===== src/rtl/itf_pkg.sv =====
package itf_pkg;

    // ------------------------------------------------------------
    // fifo geometry
    // ------------------------------------------------------------
    localparam int       FIFO_DEPTH = 16;
    localparam int       FIFO_AW    = 4;
    localparam int       BYTE_W     = 8;
    localparam logic [4:0] DEPTH_CNT = 5'h10;

    // ------------------------------------------------------------
    // register offsets
    // ------------------------------------------------------------
    localparam logic [7:0] OFS_TXDATA = 8'h00;
    localparam logic [7:0] OFS_CTRL   = 8'h04;
    localparam logic [7:0] OFS_STATUS = 8'h08;
    localparam logic [7:0] OFS_RAW    = 8'h0C;
    localparam logic [7:0] OFS_CLR    = 8'h10;
    localparam logic [7:0] OFS_EN     = 8'h14;
    localparam logic [7:0] OFS_LEVEL  = 8'h18;

    // ------------------------------------------------------------
    // field positions and reset values
    // ------------------------------------------------------------
    localparam int CTRL_DMA   = 0;
    localparam int CTRL_BS_LO = 1;
    localparam int CTRL_TH_LO = 4;
    localparam int CTRL_MW    = 8;
    localparam int SR_ST_LO   = 2;
    localparam int SR_CA_LO   = 4;
    localparam int SR_LEN_LO  = 9;
    localparam logic [3:0]  TH_RST   = 4'h4;
    localparam logic [7:0]  TX_RST   = 8'h00;
    localparam logic [10:0] LEN_MAX  = 11'h7FF;

    // interrupt bit positions
    localparam int IRQ_N     = 4;
    localparam int IRQ_RREQ  = 0;
    localparam int IRQ_REMP  = 1;
    localparam int IRQ_DONE  = 2;
    localparam int IRQ_NEMP  = 3;

    // operation, status and cause codes
    localparam logic [1:0] OP_MW      = 2'h0;
    localparam logic [1:0] OP_RFS     = 2'h3;
    localparam logic [1:0] ST_NOP     = 2'h0;
    localparam logic [1:0] ST_ONGOING = 2'h1;
    localparam logic [1:0] ST_OK      = 2'h2;
    localparam logic [1:0] ST_ABORT   = 2'h3;
    localparam logic [2:0] CA_NONE    = 3'h0;
    localparam logic [2:0] CA_STOP    = 3'h5;

    // link engine states
    typedef enum logic [2:0] {
        ITF_IDLE, ITF_LOAD, ITF_BIT_HI, ITF_BIT_LO, ITF_ACK_HI, ITF_ACK_LO
    } itf_link_t;

endpackage : itf_pkg


===== src/rtl/itf_mem.sv =====
`timescale 1ns/1ns
`default_nettype none

module itf_mem (
    input  wire logic                        clk,
    input  wire logic                        wr_en,
    input  wire logic [itf_pkg::FIFO_AW-1:0] wr_addr,
    input  wire logic [itf_pkg::BYTE_W-1:0]  wr_data,
    input  wire logic [itf_pkg::FIFO_AW-1:0] rd_addr,
    output logic      [itf_pkg::BYTE_W-1:0]  rd_data
);

    // ------------------------------------------------------------
    // storage, read data registered
    // ------------------------------------------------------------
    logic [itf_pkg::BYTE_W-1:0] mem_r [itf_pkg::FIFO_DEPTH];

    // write port
    always_ff @(posedge clk) begin
        if (wr_en) begin
            mem_r[wr_addr] <= wr_data;
        end
    end

    // read port
    always_ff @(posedge clk) begin
        rd_data <= mem_r[rd_addr];
    end

endmodule : itf_mem
`default_nettype wire


===== src/rtl/itf_link.sv =====
`timescale 1ns/1ns
`default_nettype none

module itf_link (
    input  wire logic                       clk,
    input  wire logic                       reset,
    input  wire logic                       start,
    input  wire logic                       scl_s,
    input  wire logic                       sda_s,
    input  wire logic                       byte_valid,
    input  wire logic [itf_pkg::BYTE_W-1:0] byte_data,
    output logic                            byte_take,
    output logic                            stretch,
    output logic                            sda_oe,
    output logic                            nack_p,
    output logic                            stop_p,
    output logic                            busy
);

    // ------------------------------------------------------------
    // edge detection on synchronised lines
    // ------------------------------------------------------------
    logic                       scl_d_r;
    logic                       sda_d_r;
    logic                       sda_low_r;
    logic [itf_pkg::BYTE_W-1:0] sh_r;
    logic [2:0]                 bit_r;
    itf_pkg::itf_link_t         st_r;

    wire scl_rise = scl_s && !scl_d_r;
    wire scl_fall = !scl_s && scl_d_r;
    wire stop_det = scl_s && scl_d_r && sda_s && !sda_d_r;
    wire in_load  = (st_r == itf_pkg::ITF_LOAD);

    // handshake outputs
    assign byte_take = in_load && byte_valid;
    assign stretch   = in_load && !byte_valid;
    assign nack_p    = (st_r == itf_pkg::ITF_ACK_HI) && scl_rise && sda_s;
    assign stop_p    = busy && stop_det;
    assign busy      = (st_r != itf_pkg::ITF_IDLE);
    assign sda_oe    = sda_low_r;

    // line history
    always_ff @(posedge clk) begin
        scl_d_r <= scl_s;
        sda_d_r <= sda_s;
    end

    // ------------------------------------------------------------
    // slave transmitter, lsb first
    // ------------------------------------------------------------
    always_ff @(posedge clk) begin
        if (reset || stop_p) begin
            st_r      <= itf_pkg::ITF_IDLE;
            sda_low_r <= 1'b0;
            sh_r      <= 8'h00;
            bit_r     <= 3'h0;
        end else begin
            case (st_r)
                itf_pkg::ITF_IDLE: begin
                    if (start) st_r <= itf_pkg::ITF_LOAD;
                end
                itf_pkg::ITF_LOAD: begin
                    if (byte_valid) begin
                        sh_r      <= byte_data;
                        sda_low_r <= !byte_data[0];
                        bit_r     <= 3'h0;
                        st_r      <= itf_pkg::ITF_BIT_HI;
                    end
                end
                itf_pkg::ITF_BIT_HI: begin
                    if (scl_rise) st_r <= itf_pkg::ITF_BIT_LO;
                end
                itf_pkg::ITF_BIT_LO: begin
                    if (scl_fall && bit_r == 3'h7) begin
                        sda_low_r <= 1'b0;               // release for ack
                        st_r      <= itf_pkg::ITF_ACK_HI;
                    end else if (scl_fall) begin
                        sda_low_r <= !sh_r[1];
                        sh_r      <= sh_r >> 1;
                        bit_r     <= bit_r + 3'h1;
                        st_r      <= itf_pkg::ITF_BIT_HI;
                    end
                end
                itf_pkg::ITF_ACK_HI: begin
                    if (nack_p) st_r <= itf_pkg::ITF_IDLE;
                    else if (scl_rise) st_r <= itf_pkg::ITF_ACK_LO;
                end
                itf_pkg::ITF_ACK_LO: begin
                    if (scl_fall) st_r <= itf_pkg::ITF_LOAD;
                end
                default: st_r <= itf_pkg::ITF_IDLE;
            endcase
        end
    end

endmodule : itf_link
`default_nettype wire


===== src/rtl/itf_tx_feed.sv =====
`timescale 1ns/1ns
`default_nettype none

// Notes on behaviour
// - each write of the data register low byte pushes one fifo byte unless the fifo is full or being flushed
// - bit 0 of every byte goes onto the bus first
// - a master write may only begin once the fifo holds data
// - on slave-read addressing flush the fifo, then raise the request flag
// - fifo empty while master still reads raises the empty request flag
// - slave transmitter holds clock low while no byte is available
// - slave read end raises done flag and records outcome in status
// - in cpu mode the nearly-empty flag paces software refills
// - dma mode asks single or burst by free entries and burst size
// - dma mode ends a nacked read with one dummy last request
// - master write may exceed fifo depth, software keeps refilling
// - slave read past the countable length reports length zero
module itf_tx_feed (
    input  wire logic        clk,
    input  wire logic        reset,
    input  wire logic [7:0]  addr,
    input  wire logic [31:0] wdata,
    input  wire logic        wr,
    input  wire logic        rd,
    output logic      [31:0] rdata,
    input  wire logic        scl_in,
    input  wire logic        sda_in,
    output logic             scl_oe,
    output logic             sda_oe,
    input  wire logic        rfs_addressed,
    input  wire logic        mw_take,
    input  wire logic        mw_done,
    output logic             mw_go,
    output logic      [7:0]  mw_byte,
    output logic             dma_single_req,
    output logic             dma_burst_req,
    output logic             dma_last,
    output logic             irq
);

    // ------------------------------------------------------------
    // declarations
    // ------------------------------------------------------------
    logic [1:0]                  scl_sy_r;
    logic [1:0]                  sda_sy_r;
    logic [itf_pkg::FIFO_AW-1:0] wp_r;
    logic [itf_pkg::FIFO_AW-1:0] rp_r;
    logic [4:0]                  cnt_r;
    logic                        settle_r;
    logic [7:0]                  txd_r;
    logic                        dma_en_r;
    logic [1:0]                  bsz_r;
    logic [3:0]                  th_r;
    logic                        mw_pend_r;
    logic                        flush_d_r;
    logic                        rfs_act_r;
    logic [11:0]                 len_r;
    logic [1:0]                  op_r;
    logic [1:0]                  st_r;
    logic [2:0]                  ca_r;
    logic [itf_pkg::IRQ_N-1:0]   raw_r;
    logic [itf_pkg::IRQ_N-1:0]   en_r;
    logic [itf_pkg::IRQ_N-1:0]   ev;
    logic [7:0]                  fifo_q;
    logic                        take;
    logic                        stretch;
    logic                        nack_p;
    logic                        stop_p;
    logic                        busy;

    // ------------------------------------------------------------
    // address decode
    // ------------------------------------------------------------
    wire wr_tx   = wr && (addr == itf_pkg::OFS_TXDATA);
    wire wr_ctrl = wr && (addr == itf_pkg::OFS_CTRL);
    wire wr_clr  = wr && (addr == itf_pkg::OFS_CLR);
    wire wr_en   = wr && (addr == itf_pkg::OFS_EN);

    // ------------------------------------------------------------
    // pin synchronisers
    // ------------------------------------------------------------
    always_ff @(posedge clk) begin
        scl_sy_r <= {scl_sy_r[0], scl_in};
        sda_sy_r <= {sda_sy_r[0], sda_in};
    end

    // ------------------------------------------------------------
    // fifo control
    // ------------------------------------------------------------
    wire flush     = rfs_addressed;
    wire full      = (cnt_r == itf_pkg::DEPTH_CNT);
    wire empty     = (cnt_r == 5'h00);
    wire push      = wr_tx && !full && !flush;
    wire q_valid   = !empty && !settle_r;
    wire pop_mw    = mw_take && mw_go && q_valid;
    wire pop       = (take || pop_mw) && !flush;
    wire [4:0] cnt_nxt = cnt_r + {4'h0, push} - {4'h0, pop};
    wire [4:0] free    = itf_pkg::DEPTH_CNT - cnt_r;

    // pointers and level
    always_ff @(posedge clk) begin
        if (reset || flush) begin
            wp_r  <= '0;
            rp_r  <= '0;
            cnt_r <= 5'h00;
        end else begin
            if (push) wp_r <= wp_r + 4'h1;
            if (pop) rp_r <= rp_r + 4'h1;
            cnt_r <= cnt_nxt;
        end
    end

    // read data is stale for one cycle after any pointer movement
    always_ff @(posedge clk) begin
        if (reset) settle_r <= 1'b1;
        else settle_r <= push || pop || flush;
    end

    itf_mem u_mem (
        .clk     (clk),
        .wr_en   (push),
        .wr_addr (wp_r),
        .wr_data (wdata[7:0]),
        .rd_addr (rp_r),
        .rd_data (fifo_q)
    );

    assign mw_byte = fifo_q;

    // ------------------------------------------------------------
    // slave transmitter on the link
    // ------------------------------------------------------------
    itf_link u_link (
        .clk        (clk),
        .reset      (reset),
        .start      (flush_d_r),
        .scl_s      (scl_sy_r[1]),
        .sda_s      (sda_sy_r[1]),
        .byte_valid (q_valid && rfs_act_r),
        .byte_data  (fifo_q),
        .byte_take  (take),
        .stretch    (stretch),
        .sda_oe     (sda_oe),
        .nack_p     (nack_p),
        .stop_p     (stop_p),
        .busy       (busy)
    );

    assign scl_oe = stretch;

    wire rfs_end = rfs_act_r && (nack_p || stop_p);

    // ------------------------------------------------------------
    // control register and master write gate
    // ------------------------------------------------------------
    always_ff @(posedge clk) begin
        if (reset) begin
            txd_r    <= itf_pkg::TX_RST;
            dma_en_r <= 1'b0;
            bsz_r    <= 2'h0;
            th_r     <= itf_pkg::TH_RST;
        end else begin
            if (wr_tx) txd_r <= wdata[7:0];
            if (wr_ctrl) begin
                dma_en_r <= wdata[itf_pkg::CTRL_DMA];
                bsz_r    <= wdata[itf_pkg::CTRL_BS_LO +: 2];
                th_r     <= wdata[itf_pkg::CTRL_TH_LO +: 4];
            end
        end
    end

    // pending master write waits for payload before going
    always_ff @(posedge clk) begin
        if (reset || mw_done) mw_pend_r <= 1'b0;
        else if (wr_ctrl && wdata[itf_pkg::CTRL_MW]) mw_pend_r <= 1'b1;
    end

    assign mw_go = mw_pend_r && (!empty || op_r == itf_pkg::OP_MW
                   && st_r == itf_pkg::ST_ONGOING);

    // ------------------------------------------------------------
    // slave read sequencing: flush first, flag and start next cycle
    // ------------------------------------------------------------
    always_ff @(posedge clk) begin
        if (reset) begin
            flush_d_r <= 1'b0;
            rfs_act_r <= 1'b0;
        end else begin
            flush_d_r <= flush;
            if (flush) rfs_act_r <= 1'b1;
            else if (rfs_end || (rfs_act_r && !busy && !flush_d_r))
                rfs_act_r <= 1'b0;
        end
    end

    // byte counter, overflow past the countable length kept in bit 11
    always_ff @(posedge clk) begin
        if (reset || flush || (mw_go && !mw_pend_r)) len_r <= 12'h000;
        else if ((take || pop_mw) && !len_r[11]) len_r <= len_r + 12'h001;
    end

    wire [10:0] len_rep = len_r[11] ? 11'h000 : len_r[10:0];

    // ------------------------------------------------------------
    // operation status
    // ------------------------------------------------------------
    wire mw_begin = mw_go && !(op_r == itf_pkg::OP_MW
                    && st_r == itf_pkg::ST_ONGOING) && !rfs_act_r;

    always_ff @(posedge clk) begin
        if (reset) begin
            op_r <= itf_pkg::OP_MW;
            st_r <= itf_pkg::ST_NOP;
            ca_r <= itf_pkg::CA_NONE;
        end else if (flush) begin
            op_r <= itf_pkg::OP_RFS;
            st_r <= itf_pkg::ST_ONGOING;
            ca_r <= itf_pkg::CA_NONE;
        end else if (rfs_end) begin
            st_r <= nack_p ? itf_pkg::ST_OK : itf_pkg::ST_ABORT;
            ca_r <= nack_p ? itf_pkg::CA_NONE : itf_pkg::CA_STOP;
        end else if (mw_begin) begin
            op_r <= itf_pkg::OP_MW;
            st_r <= itf_pkg::ST_ONGOING;
            ca_r <= itf_pkg::CA_NONE;
        end else if (mw_done && op_r == itf_pkg::OP_MW) begin
            st_r <= itf_pkg::ST_OK;
        end
    end

    // ------------------------------------------------------------
    // interrupt events, set wins over clear
    // ------------------------------------------------------------
    assign ev[itf_pkg::IRQ_RREQ] = flush_d_r;
    assign ev[itf_pkg::IRQ_REMP] = rfs_act_r && stretch && len_r != 0;
    assign ev[itf_pkg::IRQ_DONE] = rfs_end;
    assign ev[itf_pkg::IRQ_NEMP] = !dma_en_r && cnt_r <= {1'b0, th_r};

    always_ff @(posedge clk) begin
        if (reset) raw_r <= '0;
        else raw_r <= ev | (raw_r & ~(wr_clr ? wdata[3:0] : 4'h0));
    end

    always_ff @(posedge clk) begin
        if (reset) en_r <= '0;
        else if (wr_en) en_r <= wdata[3:0];
    end

    assign irq = |(raw_r & en_r);

    // ------------------------------------------------------------
    // dma requests, burst when room for a whole burst
    // ------------------------------------------------------------
    wire [4:0] bsz_n = (bsz_r == 2'h0) ? 5'h01 :
                       (bsz_r == 2'h1) ? 5'h04 :
                       (bsz_r == 2'h2) ? 5'h08 : 5'h10;
    wire dma_on  = dma_en_r && (rfs_act_r || mw_pend_r) && !flush
                   && !flush_d_r;
    wire want_b  = free >= bsz_n && bsz_r != 2'h0;
    wire last_ev = dma_en_r && rfs_act_r && nack_p;

    always_ff @(posedge clk) begin
        if (reset) begin
            dma_single_req <= 1'b0;
            dma_burst_req  <= 1'b0;
            dma_last       <= 1'b0;
        end else begin
            dma_burst_req  <= (dma_on && want_b) || (last_ev && want_b);
            dma_single_req <= (dma_on && !want_b && free != 0)
                              || (last_ev && !want_b);
            dma_last       <= last_ev;
        end
    end

    // ------------------------------------------------------------
    // read data, one cycle after the strobe
    // ------------------------------------------------------------
    wire [31:0] sr_word = {12'h000, len_rep, 2'h0, ca_r, st_r, op_r};
    wire [31:0] rd_mux  =
        (addr == itf_pkg::OFS_TXDATA) ? {24'h000000, txd_r} :
        (addr == itf_pkg::OFS_CTRL)   ? {23'h0, mw_pend_r, th_r,
                                         1'b0, bsz_r, dma_en_r} :
        (addr == itf_pkg::OFS_STATUS) ? sr_word :
        (addr == itf_pkg::OFS_RAW)    ? {28'h0, raw_r} :
        (addr == itf_pkg::OFS_EN)     ? {28'h0, en_r} :
        (addr == itf_pkg::OFS_LEVEL)  ? {27'h0, cnt_r} : 32'h00000000;

    always_ff @(posedge clk) begin
        if (reset) rdata <= 32'h00000000;
        else if (rd) rdata <= rd_mux;
        else rdata <= 32'h00000000;
    end

endmodule : itf_tx_feed
`default_nettype wire


===== config.mk =====
export PLATFORM = sky130hd
export DESIGN_NAME = itf_tx_feed
export DESIGN_NICKNAME = d
export VERILOG_FILES = /design/src/rtl/itf_pkg.sv /design/src/rtl/itf_mem.sv /design/src/rtl/itf_link.sv /design/src/rtl/itf_tx_feed.sv
export SDC_FILE = /design/constraint.sdc
export NUM_CORES = 1
export LEC_CHECK = 0
export ABC_AREA = 1
export ABC_CLOCK_PERIOD_IN_PS = 8400
export BUFFER_PORTS_ARGS = -buffer_cell sky130_fd_sc_hd__buf_2
export CAP_MARGIN = 40
export CORE_MARGIN = 2
export CORE_UTILIZATION = 40
export CTS_CLUSTER_SIZE = 14
export DETAILED_ROUTE_END_ITERATION = 10
export GPL_ROUTABILITY_DRIVEN = 0
export HOLD_SLACK_MARGIN = 0.02
export RECOVER_POWER = 50
export SYNTH_ARGS = -nofsm -noshare
export SYNTH_HDL_FRONTEND = slang
export SYNTH_SLANG_ARGS = --single-unit

===== constraint.sdc =====
create_clock -name clk -period 8.4 [get_ports clk]
set_input_delay 0.84 -clock clk [delete_from_list [all_inputs] [get_ports clk]]
set_output_delay 0.84 -clock clk [all_outputs]
set_load 0.02 [all_outputs]

# Word level (Yosys, flattened, before mapping)
# Memory sizes are Yosys's and may differ from the RTL's. A register that Yosys moved wholly into a read port is not among the register bits.
# Cells that the tools add are included.
# op_classes
eq_ne	25
bitwise	5
order_cmp	2
addsub	7
n_mux	47
reduce_logical	103
# op_table
cell	count
1-bit logical AND	47
3-bit two-way mux	14
8-bit two-way mux	4
5-bit two-way mux	6
8-bit by 5-bit equality test with 1-bit output, second input constant	3
20-bit two-way mux	1
1-bit zero test	18
3-bit one-hot mux with 6 select lines	1
8-bit by 4-bit equality test with 1-bit output, second input constant	2
8-bit one-hot mux with 2 select lines	1
1-bit logical OR	13
12-bit by 1-bit adder with 12-bit output, second input constant	1
2-bit two-way mux	6
12-bit nonzero test	1
11-bit two-way mux	1
2-bit nonzero test	5
3-bit equality test, second input constant	3
1-bit two-way mux	9
9-bit two-way mux	1
4-bit by 1-bit adder with 4-bit output, second input constant	2
4-bit bitwise AND	2
8-bit by 3-bit equality test with 1-bit output, second input constant	1
8-bit zero test	1
2-bit by 1-bit inequality test with 1-bit output, second input constant	4
other kinds (34)	42
# word_totals
register_bits	115
mem_bits_rw	128
input_bits	49
elab_cells	223
out_inout_bits	47
memories	1
# mem_list
name	depth	word_bits	read_ports	rd_ports_with_merged_regs	write_ports	line	text
u_mem.mem_r	16	8	1	1	1	itf_mem.sv:16	logic [itf_pkg::BYTE_W-1:0] mem_r [itf_pkg::FIFO_DEPTH];

# Logic depth before layout (Yosys ltp)
# Gate-level depths: netlist of the first run.
# logic_depth
depth_word	10
ltp_mapped	20
depth_no_buf	20

# Cells and area by module
# Synthesis of the first run repeated with hierarchy kept, for this count alone.
# unflattened
cells_unflattened	1236
area_unflattened_um2	10801.6
# by_module_without_submodules
mod	cells_per_inst	area_each_um2	n_inst
itf_mem	551	5773.0	1
itf_tx_feed	545	4105.2	1
itf_link	140	923.4	1

# Least setup slack after synthesis of the first run
# No wires, ideal clock.
# synth_timing
kind	input-to-reg
start	input addr[3]
end	register cnt_r[4]
path_slack_ps	5473
cell_stages	14
arrival_time_ps	2857
cell_sequence	nor2_1 -> nand2_1 -> nor2_1 -> nand2_1 -> inv_2 -> nand3_1 -> ha_1 -> ha_1 -> fa_1 -> nand2_1 -> nand2_1 -> a21oi_1 -> o21ai_0 -> a21oi_1
# synth_between
elab_chain_len	6
# synth_rtl
element	line	text
start, declared	itf_tx_feed.sv:20	input wire logic [7:0] addr,
8-bit zero test	itf_tx_feed.sv:73	wire wr_tx = wr && (addr == itf_pkg::OFS_TXDATA);
1-bit logical AND	itf_tx_feed.sv:73	
1-bit logical AND (2 in a row)	itf_tx_feed.sv:92	wire push = wr_tx && !full && !flush;
5-bit by 1-bit adder with 5-bit output	itf_tx_feed.sv:96	wire [4:0] cnt_nxt = cnt_r + {4'h0, push} - {4'h0, pop};
5-bit by 1-bit subtractor with 5-bit output	itf_tx_feed.sv:96	
end signal, assigned	itf_tx_feed.sv:108	cnt_r <= cnt_nxt;
end, declared	itf_tx_feed.sv:47	logic [4:0] cnt_r;
# Every way passes these cells.
# A chain may end at the register's enable or synchronous reset.

# Worst setup path after layout of the first run
# layout_timing
start	register cnt_r[2]
end	register cnt_r[4]
# layout_between
elab_chain_len	9
word_cells_on_any_way	17
cone_classes	2 x add/sub; 1 x eq/ne; 14 x reduce/logical
# layout_rtl
element	line
parallel branches: the longest is 8 deep, another holds 5-bit by 1-bit adder with 5-bit output	-
5-bit by 1-bit subtractor with 5-bit output (*)	itf_tx_feed.sv:96
# Mark *: on every way between the ends.

==> flow_metrics.tcl, run 1 <==
set metrics [dict create \
    synth_top_family_by_area "simple AND/OR/NAND/NOR gates" \
    cp_launch_point "cnt_r[2]" \
    final.setup_skew_ns 0.009386 \
    grt_first_pass_wirelength_um 38210 \
    ys.warnings.count 0 \
    dieArea_um2 26950 \
    grt_start_max_net_pins 66 \
    synth.area.top_cells "edfxtp_1 37%, dfxtp_1 21%, nor2_1 6.1%" \
    final_max_slew_viol_count 0 \
    timing.hold.ws_ns 0.3254 \
    core.rowCount 58 \
    clk_path_buf_depth 3 \
    post-route-drc-count 0 \
    netlist_top_cells_count "168 x nor2_1, 144 x nand2_1, 128 x edfxtp_1" \
    asyncSetResetFlopFracSynth 0 \
    finalWirelength_um 24240 \
    first_global_vias 7071 \
    post_synthesis_compound_gate_area_fraction 0.1250 \
    r2r_cells 19 \
    yosys.area_share.xor_xnor 0.009389 \
    yosysUniqueCellTypes 42 \
    placeableCoreArea_um2 25180 \
    num_vias 7591 \
    setup_viol 0 \
    syn_avg_cell_area_um2 9.475 \
    tns_ns 0 \
    post-cts-setup-buffers 0 \
    area_delta_synth_final_pct 13.97 \
    antenna_found_initial 0 \
    netSwitchingFraction 0.2320 \
    p_seq_frac 0.472 \
    post_synth_inst_count 1083 \
    detailed_routing_iteration_count_for_the_pre_antenna_repair_pass 5 \
    synthMostInstantiatedCell "nor2_1" \
    holdCritPathClass "reg2reg" \
    worst_slew_pin_slew_ns 1.001 \
    timing.slew.headroom 0.3305 \
    final.min_clock_period_ns 3.214 \
    die_height_um 164.2 \
    total_power_mw 2.656 \
    power.share.combinational 0.077 \
    worstSetupEndpoint "cnt_r[4]" \
    ff2ff_setup_slack_ns 5.19 \
    synth-edff-count 128 \
    total_leakage_power_nw 4.310 \
    clkSinkCount 235 \
    effective_utilization_at_floorplan 0.4075 \
    grt_remaining_overflow 0 \
    clk_pin_slew_worst_paths_ns 0.06 \
    final.fill_count 2368 \
    cts_htree_levels 1 \
    status "finished clean" \
    pwr_density_cell_nw_per_um2 227.1 \
    syn-cell-area_um2 10260 \
    worst-setup-path-type "reg2reg" \
    cp_max_fo 6 \
    synth_top_cell_by_area "edfxtp_1" \
    final_design_area_no_fill_um2 11700 \
    critical_path.startpoint_type "register" \
    port_buffers 60 \
    numPlacedInstances 1448 \
    critical_path.reg2reg.startpoint "cnt_r[2]" \
    crit_path_end_kind "register" \
    fin_cells 1496 \
    max_freq_mhz 311.1 \
    drtAntennaViolNets 0 \
    ys_seq_elements 235 \
    fin_crit_sh 0.3826 \
    synth_flop_cell "edfxtp_1" \
    cellInternalPower_mw 2.039 \
    dpl-instance-area_um2 10840 \
    cts_made_buffers 26 \
    yosysTopAreaCellShare 0.3746 \
    viasPerCell 5.074 \
    hold_violations 0 \
    cp.arrival_ns 3.67 \
    design.portCount 96 \
    cts-hold-fix-buffers 0 \
    setup_repair_after_global_routing_missed_its_margin "false" \
    critical_path.reg2reg.endpoint "cnt_r[4]" \
    clock_insertion_delay_worst_skew_ns 0.52 \
    root_buffer "clkbuf_16" \
    ys_seq_area_frac 0.5833 \
    post_cts.resized_instances 0 \
    dp_hpwl_um 16170 \
    post_route_cells_drive_above_1_share 0.08491 \
    tritoncts "done" \
    synth_adder_area_share 0.03731 \
    worst_ir_drop_vdd_mv 0.1570 \
    insertedDiodeCount 0 \
    fin_nets 1225 \
    drt-wirelength-per-cell_um 16.20 \
    synth.mux.area_fraction 0 \
    grt_use_total 0.1799 \
    cap_viol_max_count 0 \
    power.clock.fraction 0.451 \
    yosys.area_share.simple 0.1792 \
    floorplan.die.width_um 164.2 \
    first_iter_violations 574 \
    p_sw_mw 0.6161 \
    worstPathRequired_ns 8.85 \
]
-- flip-flops by register name, summed over array words and instances (netlist names), 2 cells and up --
name           cells
u_link.sh_r        7
u_mem.mem_r      128
en_r               4
rp_r               4
txd_r              8
th_r               4
raw_r              4
bsz_r              2
sda_sy_r           2
len_r             12
u_mem.rd_data      8
cnt_r              5
rdata             20
u_link.bit_r       3
st_r               2
wp_r               4
u_link.st_r        3
scl_sy_r           2
-- cells in the final DEF (no fill, tap or decap), types with 3 or more instances in the layout --
| cell | instances |
|---|---|
| a21oi_1 | 68 |
| buf_2 | 17 |
| buf_4 | 12 |
| bufinv_16 | 4 |
| clkbuf_1 | 47 |
| clkbuf_16 | 28 |
| clkinv_1 | 3 |
| clkinv_2 | 5 |
| clkinvlp_4 | 4 |
| conb_1 | 12 |
| dfxtp_1 | 105 |
| edfxtp_1 | 128 |
| ha_1 | 29 |
| inv_1 | 98 |
| inv_2 | 7 |
| nand2_1 | 145 |
| nand2_2 | 3 |
| nand2_4 | 3 |
| nand3_1 | 51 |
| nand3_4 | 3 |
| nand4_1 | 22 |
| nor2_1 | 170 |
| nor3_1 | 11 |
| o211ai_1 | 33 |
| o21ai_0 | 115 |
| o21ai_1 | 9 |
| xor2_1 | 10 |
-- stage by stage --
stage / setup slack [ns] / utilization
5_1_grt: 4.893 / 0.4644
3_3_place_gp: 4.822 / 0.4287
4_1_cts: 5.176 / 0.4671
2_1_floorplan: 5.473 / -
6_report: 5.186 / 0.4644
3_5_place_dp: 4.799 / 0.4305
-- critical path: stages (launching register included) --
cell	delay [ns]
dfxtp_1	0.45
inv_1	0.12
ha_1	0.21
nand2_1	0.06
inv_1	0.05
ha_1	0.23
inv_1	0.11
nand3_1	0.11
inv_1	0.09
nand2_2	0.06
nand2_4	0.13
nand2_4	0.09
ha_1	0.34
ha_1	0.23
fa_1	0.40
nand2_1	0.08
nand2_1	0.05
a21oi_1	0.15
o21ai_0	0.09
a21oi_1	0.11
-- cells by family (layout without fill, tap and decap cells) --
logic type / count (synthesis) / count (layout)
flops: 235 / 235
other cells: 1 / 12
fa+ha+maj: 30 / 30
compound gates: 234 / 234
simple gates: 417 / 417
xor+xnor: 11 / 11
buf+inv: 155 / 227
-- routing by layer --
| metal | track usage | part of all wire | vias to the layer above |
|---|---|---|---|
| li1 | - | - | 3789 |
| met1 | 0.2492 | 0.47 | 3593 |
| met2 | 0.2995 | 0.47 | 181 |
| met3 | 0.02904 | 0.046 | 28 |
| met4 | 0.03469 | 0.014 | 0 |
| met5 | 0 | 0 | - |
-- worst min-delay path by stage --
stage                           start  slack [ns]  cells after the start           to
after floorplan           scl_sy_r[0]        0.31                      0  scl_sy_r[1]
after global placement    sda_sy_r[0]        0.31                      0  sda_sy_r[1]
after detailed placement  sda_sy_r[0]        0.31                      0  sda_sy_r[1]
after CTS                 sda_sy_r[0]        0.33                      0  sda_sy_r[1]
after global routing      scl_sy_r[0]        0.34                      0  scl_sy_r[1]
final                     sda_sy_r[0]        0.33                      0  sda_sy_r[1]
-- power groups by stage --
| stage | clock, mW | combinational, mW | sequential (mW) |
|---|---|---|---|
| 2_1_floorplan | 0 | 0.162 | 1.28 |
| 3_3_place_gp | 0 | 0.204 | 1.28 |
| 3_5_place_dp | 0 | 0.207 | 1.28 |
| 4_1_cts | 1.22 | 0.208 | 1.25 |
| 5_1_grt | 1.28 | 0.234 | 1.26 |
| 6_report | 1.20 | 0.203 | 1.25 |
-- cell type report --
type	instances	area (µm²)	share of cell area
flip-flops and latches	235	5988	0.5120
multi-input cells	704	3633	0.3107
clock buffers	34	743.2	0.06355
well taps	330	412.9	0.03531
inverters	107	402.9	0.03445
repair buffers	72	336.6	0.02878
clock inverters	14	177.7	0.01519
No activity file was read; power rests on OpenSTA's default activity.
==> run 2, diff against run 1 <==
--- a/config.mk
+++ b/config.mk
@@ -5,8 +5,8 @@
 export SDC_FILE = /design/constraint.sdc
 export NUM_CORES = 1
 export LEC_CHECK = 0
-export ABC_AREA = 1
-export ABC_CLOCK_PERIOD_IN_PS = 8400
+export ABC_AREA = 0
+export ABC_CLOCK_PERIOD_IN_PS = 3050
 export BUFFER_PORTS_ARGS = -buffer_cell sky130_fd_sc_hd__buf_2
 export CAP_MARGIN = 40
 export CORE_MARGIN = 2
==> constraint.sdc (replaced) <==
create_clock -name clk -period 3.05 [get_ports clk]
set_input_delay 0.305 -clock clk [delete_from_list [all_inputs] [get_ports clk]]
set_output_delay 0.305 -clock clk [all_outputs]
set_load 0.02 [all_outputs]
==> run 2 against run 1 <==
Effect of this change:
- die area fell by 2.4%
- clock power rose by 130%
- synthesized cell count fell by 29%
- critical endpoint unchanged
- highest routed layer unchanged
==> flow_metrics.tcl, run 2 <==
set metrics [dict create \
    setup_viol 0 \
    setup_repair_after_global_routing_missed_its_margin "false" \
    registers.top_by_ff_count "u_mem.mem_r" \
    critical_path.startpoint_type "register" \
    synth_adder_area_share 0.03826 \
    dpl-instance-area_um2 10840 \
    final.setup_skew_ns 0.01778 \
    synth_top_family_by_area "simple AND/OR/NAND/NOR gates" \
    placeableCoreArea_um2 24460 \
    grt_first_pass_wirelength_um 36210 \
    timing.slew.headroom 0.2365 \
    grt_use_total 0.1762 \
    syn_avg_cell_area_um2 12.93 \
    cts_htree_levels 1 \
    floorplan.die.width_um 162.2 \
    area_delta_synth_final_pct 15.65 \
    hold_violations 0 \
    first_iter_violations 479 \
    fin_cells 1208 \
    root_buffer "clkbuf_16" \
    final_design_area_no_fill_um2 11570 \
    total_leakage_power_nw 4.099 \
    port_buffers 60 \
    cp.arrival_ns 3.29 \
    layout.cells.most_common_list "128 x edfxtp_1, 102 x dfxtp_1, 59 x nor2_1, 51 x clkbuf_1, 46 x nand2_1" \
    tritoncts "done" \
    post_synth_inst_count 774 \
    worstPathRequired_ns 3.50 \
    cts_made_buffers 25 \
    detailed_routing_iteration_count_for_the_pre_antenna_repair_pass 5 \
    yosys.area_share.xor_xnor 0.01138 \
    post-route-drc-count 0 \
    num_vias 6462 \
    insertedDiodeCount 0 \
    dieArea_um2 26300 \
    effective_utilization_at_floorplan 0.4091 \
    yosysTopAreaCellShare 0.3841 \
    antenna_found_initial 0 \
    fin_nets 944 \
    die_height_um 162.2 \
    final.min_clock_period_ns 2.847 \
    ys.warnings.count 0 \
    tns_ns 0 \
    post_synthesis_compound_gate_area_fraction 0.08502 \
    worst_ir_drop_vdd_mv 0.3091 \
    ys_seq_elements 235 \
    syn-cell-area_um2 10010 \
    fin_crit_sh 0.9335 \
    yosysUniqueCellTypes 74 \
    synth-edff-count 128 \
    cpMostUsedCell "ha_1" \
    pwr_density_cell_nw_per_um2 545.7 \
    finalWorstSetupSlack_ns 0.2029 \
    holdCritPathClass "in2reg" \
    numPlacedInstances 1158 \
    ys_seq_area_frac 0.5981 \
    critical_path.n_buffers_inverters 1 \
    cp_max_fo 3 \
    crit_path_max_incr_delay_ns 0.33 \
    clk_path_buf_depth 3 \
    drt-wirelength-per-cell_um 19.01 \
    clk_pin_slew_worst_paths_ns 0.06 \
    final_max_slew_viol_count 0 \
    final.fill_count 2197 \
    status "finished clean" \
    mostFrequentLayoutCell "edfxtp_1" \
    crit_family "adder cells" \
    crit_path_end_kind "register" \
    drtAntennaViolNets 0 \
    worst_slew_pin_slew_ns 1.145 \
    path_cells "inv_1 -> ha_1 -> and2_4 -> ha_4 -> or2_4 -> a21oi_4 -> nand2_2 -> ha_1 -> ha_2 -> fa_2 -> nor2b_1 -> o21bai_1 -> a21oi_1 -> nor3b_1" \
    cap_viol_max_count 0 \
    synthMostInstantiatedCell "edfxtp_1" \
    synth_flop_cell "edfxtp_1" \
    worst-setup-path-type "reg2reg" \
    yosys.area_share.simple 0.1269 \
    synth.mux.area_fraction 0.1040 \
    grt_start_max_net_pins 32 \
    finalWirelength_um 22970 \
    synth_top_cell_by_area "edfxtp_1" \
    grt_remaining_overflow 0 \
    layout.core_utilization 0.4731 \
    dp_hpwl_um 15670 \
    post_route_cells_drive_above_1_share 0.1697 \
    ff2ff_setup_slack_ns 0.20 \
    design.portCount 96 \
    crit_slowest_cell "fa_2" \
    core.rowCount 57 \
    synth.area.top_cells "edfxtp_1 38%, dfxtp_1 21%, mux4_2 7.4%" \
    max_freq_mhz 351.2 \
    first_global_vias 6344 \
    clock_insertion_delay_worst_skew_ns 0.52 \
    asyncSetResetFlopFracSynth 0 \
    largest_reg_flops 128 \
    biggestRegsByFlops "u_mem.mem_r: 128 flops, rdata: 20 flops, len_r: 12 flops" \
    clkSinkCount 235 \
    pre_cts_slack_ns 0.0003340 \
    netlist_top_cells_count "128 x edfxtp_1, 107 x dfxtp_1, 59 x nor2_1" \
    viasPerCell 5.349 \
]
[run 2: cell count changes in the layout (fill, tap and decap cells not counted), sizes merged, moves of 17 or more]
| cell | before | now |
|---|---|---|
| a22oi | 0 | 21 |
| buf | 29 | 53 |
| nand3 | 54 | 15 |
| nand2 | 151 | 47 |
| nor2 | 175 | 59 |
| mux4 | 0 | 33 |
| o21ai | 126 | 10 |
| mux2i | 0 | 23 |
| nand4 | 22 | 5 |
| o211ai | 33 | 5 |
| inv | 105 | 30 |
| a21oi | 68 | 29 |
[run 2: metrics by stage]
step,hold slack (ns),total power [mW]
floorplan,0.3096,3.518
global placement,0.3196,3.599
detailed placement,0.3196,3.601
CTS,0.1104,6.393
global route,0.1552,6.531
finish,0.1309,6.316
[run 2: logic make-up (layout without fill, tap and decap cells)]
kind of cell    after synthesis  count (layout)
compound gates              121             121
fa+ha+maj                    30              30
simple gates                233             233
buf+inv                      79             178
mux                          62              62
other cells                   1              12
xor+xnor                     13              13
flops                       235             235
[run 2: final cells by class]
type / count / area, µm² / area share
sequential: 235 / 5992 / 0.5177
multi-input combinational: 471 / 3740 / 0.3231
clock buffer: 29 / 640.6 / 0.05535
timing repair buffer: 103 / 574.3 / 0.04962
tap: 324 / 405.4 / 0.03503
clock inverter: 17 / 112.6 / 0.009730
inverter: 29 / 108.9 / 0.009405
[run 2: repair_timing]
item,in CTS,in global routing
hold buffers,3,0
gates resized for setup,0,3
setup buffers,0,1
endpoints found under the hold margin,3,0
setup endpoints to repair,0,1
[run 2: per-layer routing]
| layer | vias to the layer above | wire length, µm | global-route usage |
|---|---|---|---|
| met1 | 3180 | 10650 | 0.2507 |
| met3 | 20 | 1317 | 0.02707 |
| met5 | - | 0 | 0 |
| met2 | 182 | 10710 | 0.2853 |
| li1 | 3080 | - | - |
| met4 | 0 | 296 | 0.04264 |
[run 2: final timing paths]
check | end | depth (start not counted) | from
hold reg to reg | scl_sy_r[1] | 0 | scl_sy_r[0]
setup / recovery | cnt_r[4] | 14 | cnt_r[2]
hold / removal | mw_pend_r | 3 | wdata[8]
setup reg to reg | cnt_r[4] | 14 | cnt_r[2]
[run 2: tightest hold or removal path, cell delays in order]
cell     delay, ns
buf_2         0.08
a41oi_1       0.09
nor3_1        0.12
[run 2: power breakdown]
part | total, mW | internal [mW] | switching, mW
clock | 2.78 | 1.59 | 1.19
sequential | 3.36 | 3.35 | 0.0125
combinational | 0.178 | 0.0480 | 0.130
total | 6.32 | 4.98 | 1.34
==> run 3, diff against run 2 <==
--- a/config.mk
+++ b/config.mk
@@ -5,11 +5,10 @@
 export SDC_FILE = /design/constraint.sdc
 export NUM_CORES = 1
 export LEC_CHECK = 0
-export ABC_AREA = 0
+export ABC_AREA = 1
 export ABC_CLOCK_PERIOD_IN_PS = 3050
 export BUFFER_PORTS_ARGS = -buffer_cell sky130_fd_sc_hd__buf_2
 export CAP_MARGIN = 40
-export CORE_MARGIN = 2
 export CORE_UTILIZATION = 40
 export CTS_CLUSTER_SIZE = 14
 export DETAILED_ROUTE_END_ITERATION = 10
==> run 3 against run 2 <==
Effect of this change:
- flip-flop and latch count unchanged
- fmax is 4.1% higher
- cell area is 1.2% higher
- highest routed layer unchanged
- via count grew 18%
- sequential power is 3% higher
- sequential share of layout area is 0.64 points lower
- die area barely moved
- register-to-register slack better by 0.11 ns
- utilization is 0.80 points lower
- routed wire length increased by 5.6%
- largest cell class unchanged
- final cell count rose by 25%
==> flow_metrics.tcl, run 3 (same netlist as run 1, synthesis figures left out) <==
set metrics [dict create \
    status "finished clean" \
    die_height_um 162.2 \
    critical_path.startpoint_type "register" \
    worst-setup-path-type "reg2reg" \
    hold_violations 0 \
    viasPerCell 5.025 \
    total_leakage_power_nw 4.362 \
    grt_remaining_overflow 0 \
    root_buffer "clkbuf_16" \
    grt_first_pass_wirelength_um 38740 \
    detailed_routing_iteration_count_for_the_pre_antenna_repair_pass 5 \
    post-route-drc-count 0 \
    design.portCount 96 \
    detail_route.wirelength.met1_um 11170 \
    holdCritPathClass "in2reg" \
    finalWirelength_um 24260 \
    antenna_found_initial 0 \
    multiInputGateArea_um2 3640 \
    cap_viol_max_count 0 \
    drt-wirelength-per-cell_um 16.00 \
    layout.cells.most_common_list "172 x nor2_1, 145 x nand2_1, 128 x edfxtp_1, 115 x o21ai_0, 104 x dfxtp_1" \
    num_vias 7618 \
    layout.area.seq_um2 5989 \
    clk_pin_slew_worst_paths_ns 0.06 \
    worstPathRequired_ns 3.51 \
    maxUsedRoutingLayer "met4" \
    mostFrequentLayoutCell "nor2_1" \
    wl_met3_um 1034 \
    post_route_cells_drive_above_1_share 0.1003 \
    fin_crit_sh 0.8966 \
    total_power_mw 6.783 \
    first_global_vias 7240 \
    crit_path_end_kind "register" \
    drtAntennaViolNets 0 \
    cp.arrival_ns 3.19 \
    core.rowCount 58 \
    cts_htree_levels 1 \
    effective_utilization_at_floorplan 0.4075 \
    max_freq_mhz 365.7 \
    grt_use_total 0.1876 \
    port_buffers 60 \
    worst_ir_drop_vdd_mv 0.4275 \
    tns_ns 0 \
    registers.top_by_ff_count "u_mem.mem_r" \
    pwr_density_cell_nw_per_um2 579.1 \
    grt_start_max_net_pins 69 \
    largest_reg_flops 128 \
    clkSinkCount 235 \
    area_delta_synth_final_pct 14.14 \
    wl_met2_um 11620 \
    placeableCoreArea_um2 25180 \
    timing.slew.headroom 0.2655 \
    biggestRegsByFlops "u_mem.mem_r: 128 flops, rdata: 20 flops, len_r: 12 flops" \
    dieArea_um2 26300 \
    final.fill_count 2396 \
    final.setup_skew_ns 0.01268 \
    final.min_clock_period_ns 2.735 \
    setup_repair_after_global_routing_missed_its_margin "false" \
    first_iter_violations 644 \
    worst_slew_pin_slew_ns 1.102 \
    fin_nets 1248 \
    floorplan.die.width_um 162.2 \
    setup_viol 0 \
    clock_insertion_delay_worst_skew_ns 0.53 \
    dp_hpwl_um 16300 \
    insertedDiodeCount 0 \
    cts_made_buffers 26 \
    final_max_slew_viol_count 0 \
    cp_max_fo 6 \
    tritoncts "done" \
    clk_path_buf_depth 3 \
]
run 3: final timing paths:
| path | slack (ns) | depth (start not counted) | startpoint | endpoint |
|---|---|---|---|---|
| max | 0.32 | 19 | cnt_r[0] | cnt_r[4] |
| min | 0.09 | 2 | reset | dma_last |
| min reg2reg | 0.32 | 0 | sda_sy_r[0] | sda_sy_r[1] |
| max reg2reg | 0.32 | 19 | cnt_r[0] | cnt_r[4] |
run 3: worst max-delay path, cell delays in order (launching register included):
cell	delay (ns)
dfxtp_2	0.34
inv_1	0.06
ha_1	0.22
nand2_1	0.07
inv_1	0.05
ha_2	0.19
inv_2	0.07
nand3_2	0.07
inv_1	0.08
nand2_2	0.06
nand2_4	0.08
nand2_4	0.07
ha_1	0.29
ha_2	0.20
fa_2	0.35
nand2_1	0.08
nand2_1	0.06
a21oi_2	0.13
o21ai_0	0.09
a21oi_1	0.12
run 3: cell type report:
| class | instances | area share |
|---|---|---|
| flip-flops and latches | 235 | 0.5114 |
| multi-input cells | 704 | 0.3108 |
| clock buffers | 30 | 0.05683 |
| repair buffers | 95 | 0.04487 |
| well taps | 330 | 0.03525 |
| inverters | 107 | 0.03440 |
| clock inverters | 15 | 0.006516 |
run 3: per-stage QoR:
stage          setup slack [ns]  hold WS, ns  std cells  instance area (µm²)    util
2_1_floorplan            0.2679       0.3096       1094                10300       -
3_3_place_gp             0.1646       0.3123       1467                10980  0.4362
3_5_place_dp             0.1287       0.3121       1467                10980  0.4362
4_1_cts                 0.07890      0.07889       1516                11770  0.4672
5_1_grt                 0.01504      0.09910       1516                11710  0.4651
6_report                 0.3152      0.09429       1516                11710  0.4651
run 3: power by group:
group	switching, mW	total [mW]	internal, mW	leakage [nW]
Clock	1.21	2.76	1.55	0.368
Sequential	0.0608	3.46	3.40	2.02
Combinational	0.395	0.565	0.170	1.97
run 3: per-layer routing:
metal  global-route usage  vias up
met3              0.02579       38
met2               0.3133      172
li1                     -     3835
met4              0.04460        0
met1               0.2572     3573
met5                    0        -
run 3: what timing repair did:
| item | 4_1_cts | 5_1_grt |
|---|---|---|
| buffers inserted | 0 | 0 |
| endpoints found under the setup margin | 0 | 1 |
| resized for setup | 0 | 7 |
| endpoints found under the hold margin | 3 | 0 |
| hold buffers | 4 | 0 |
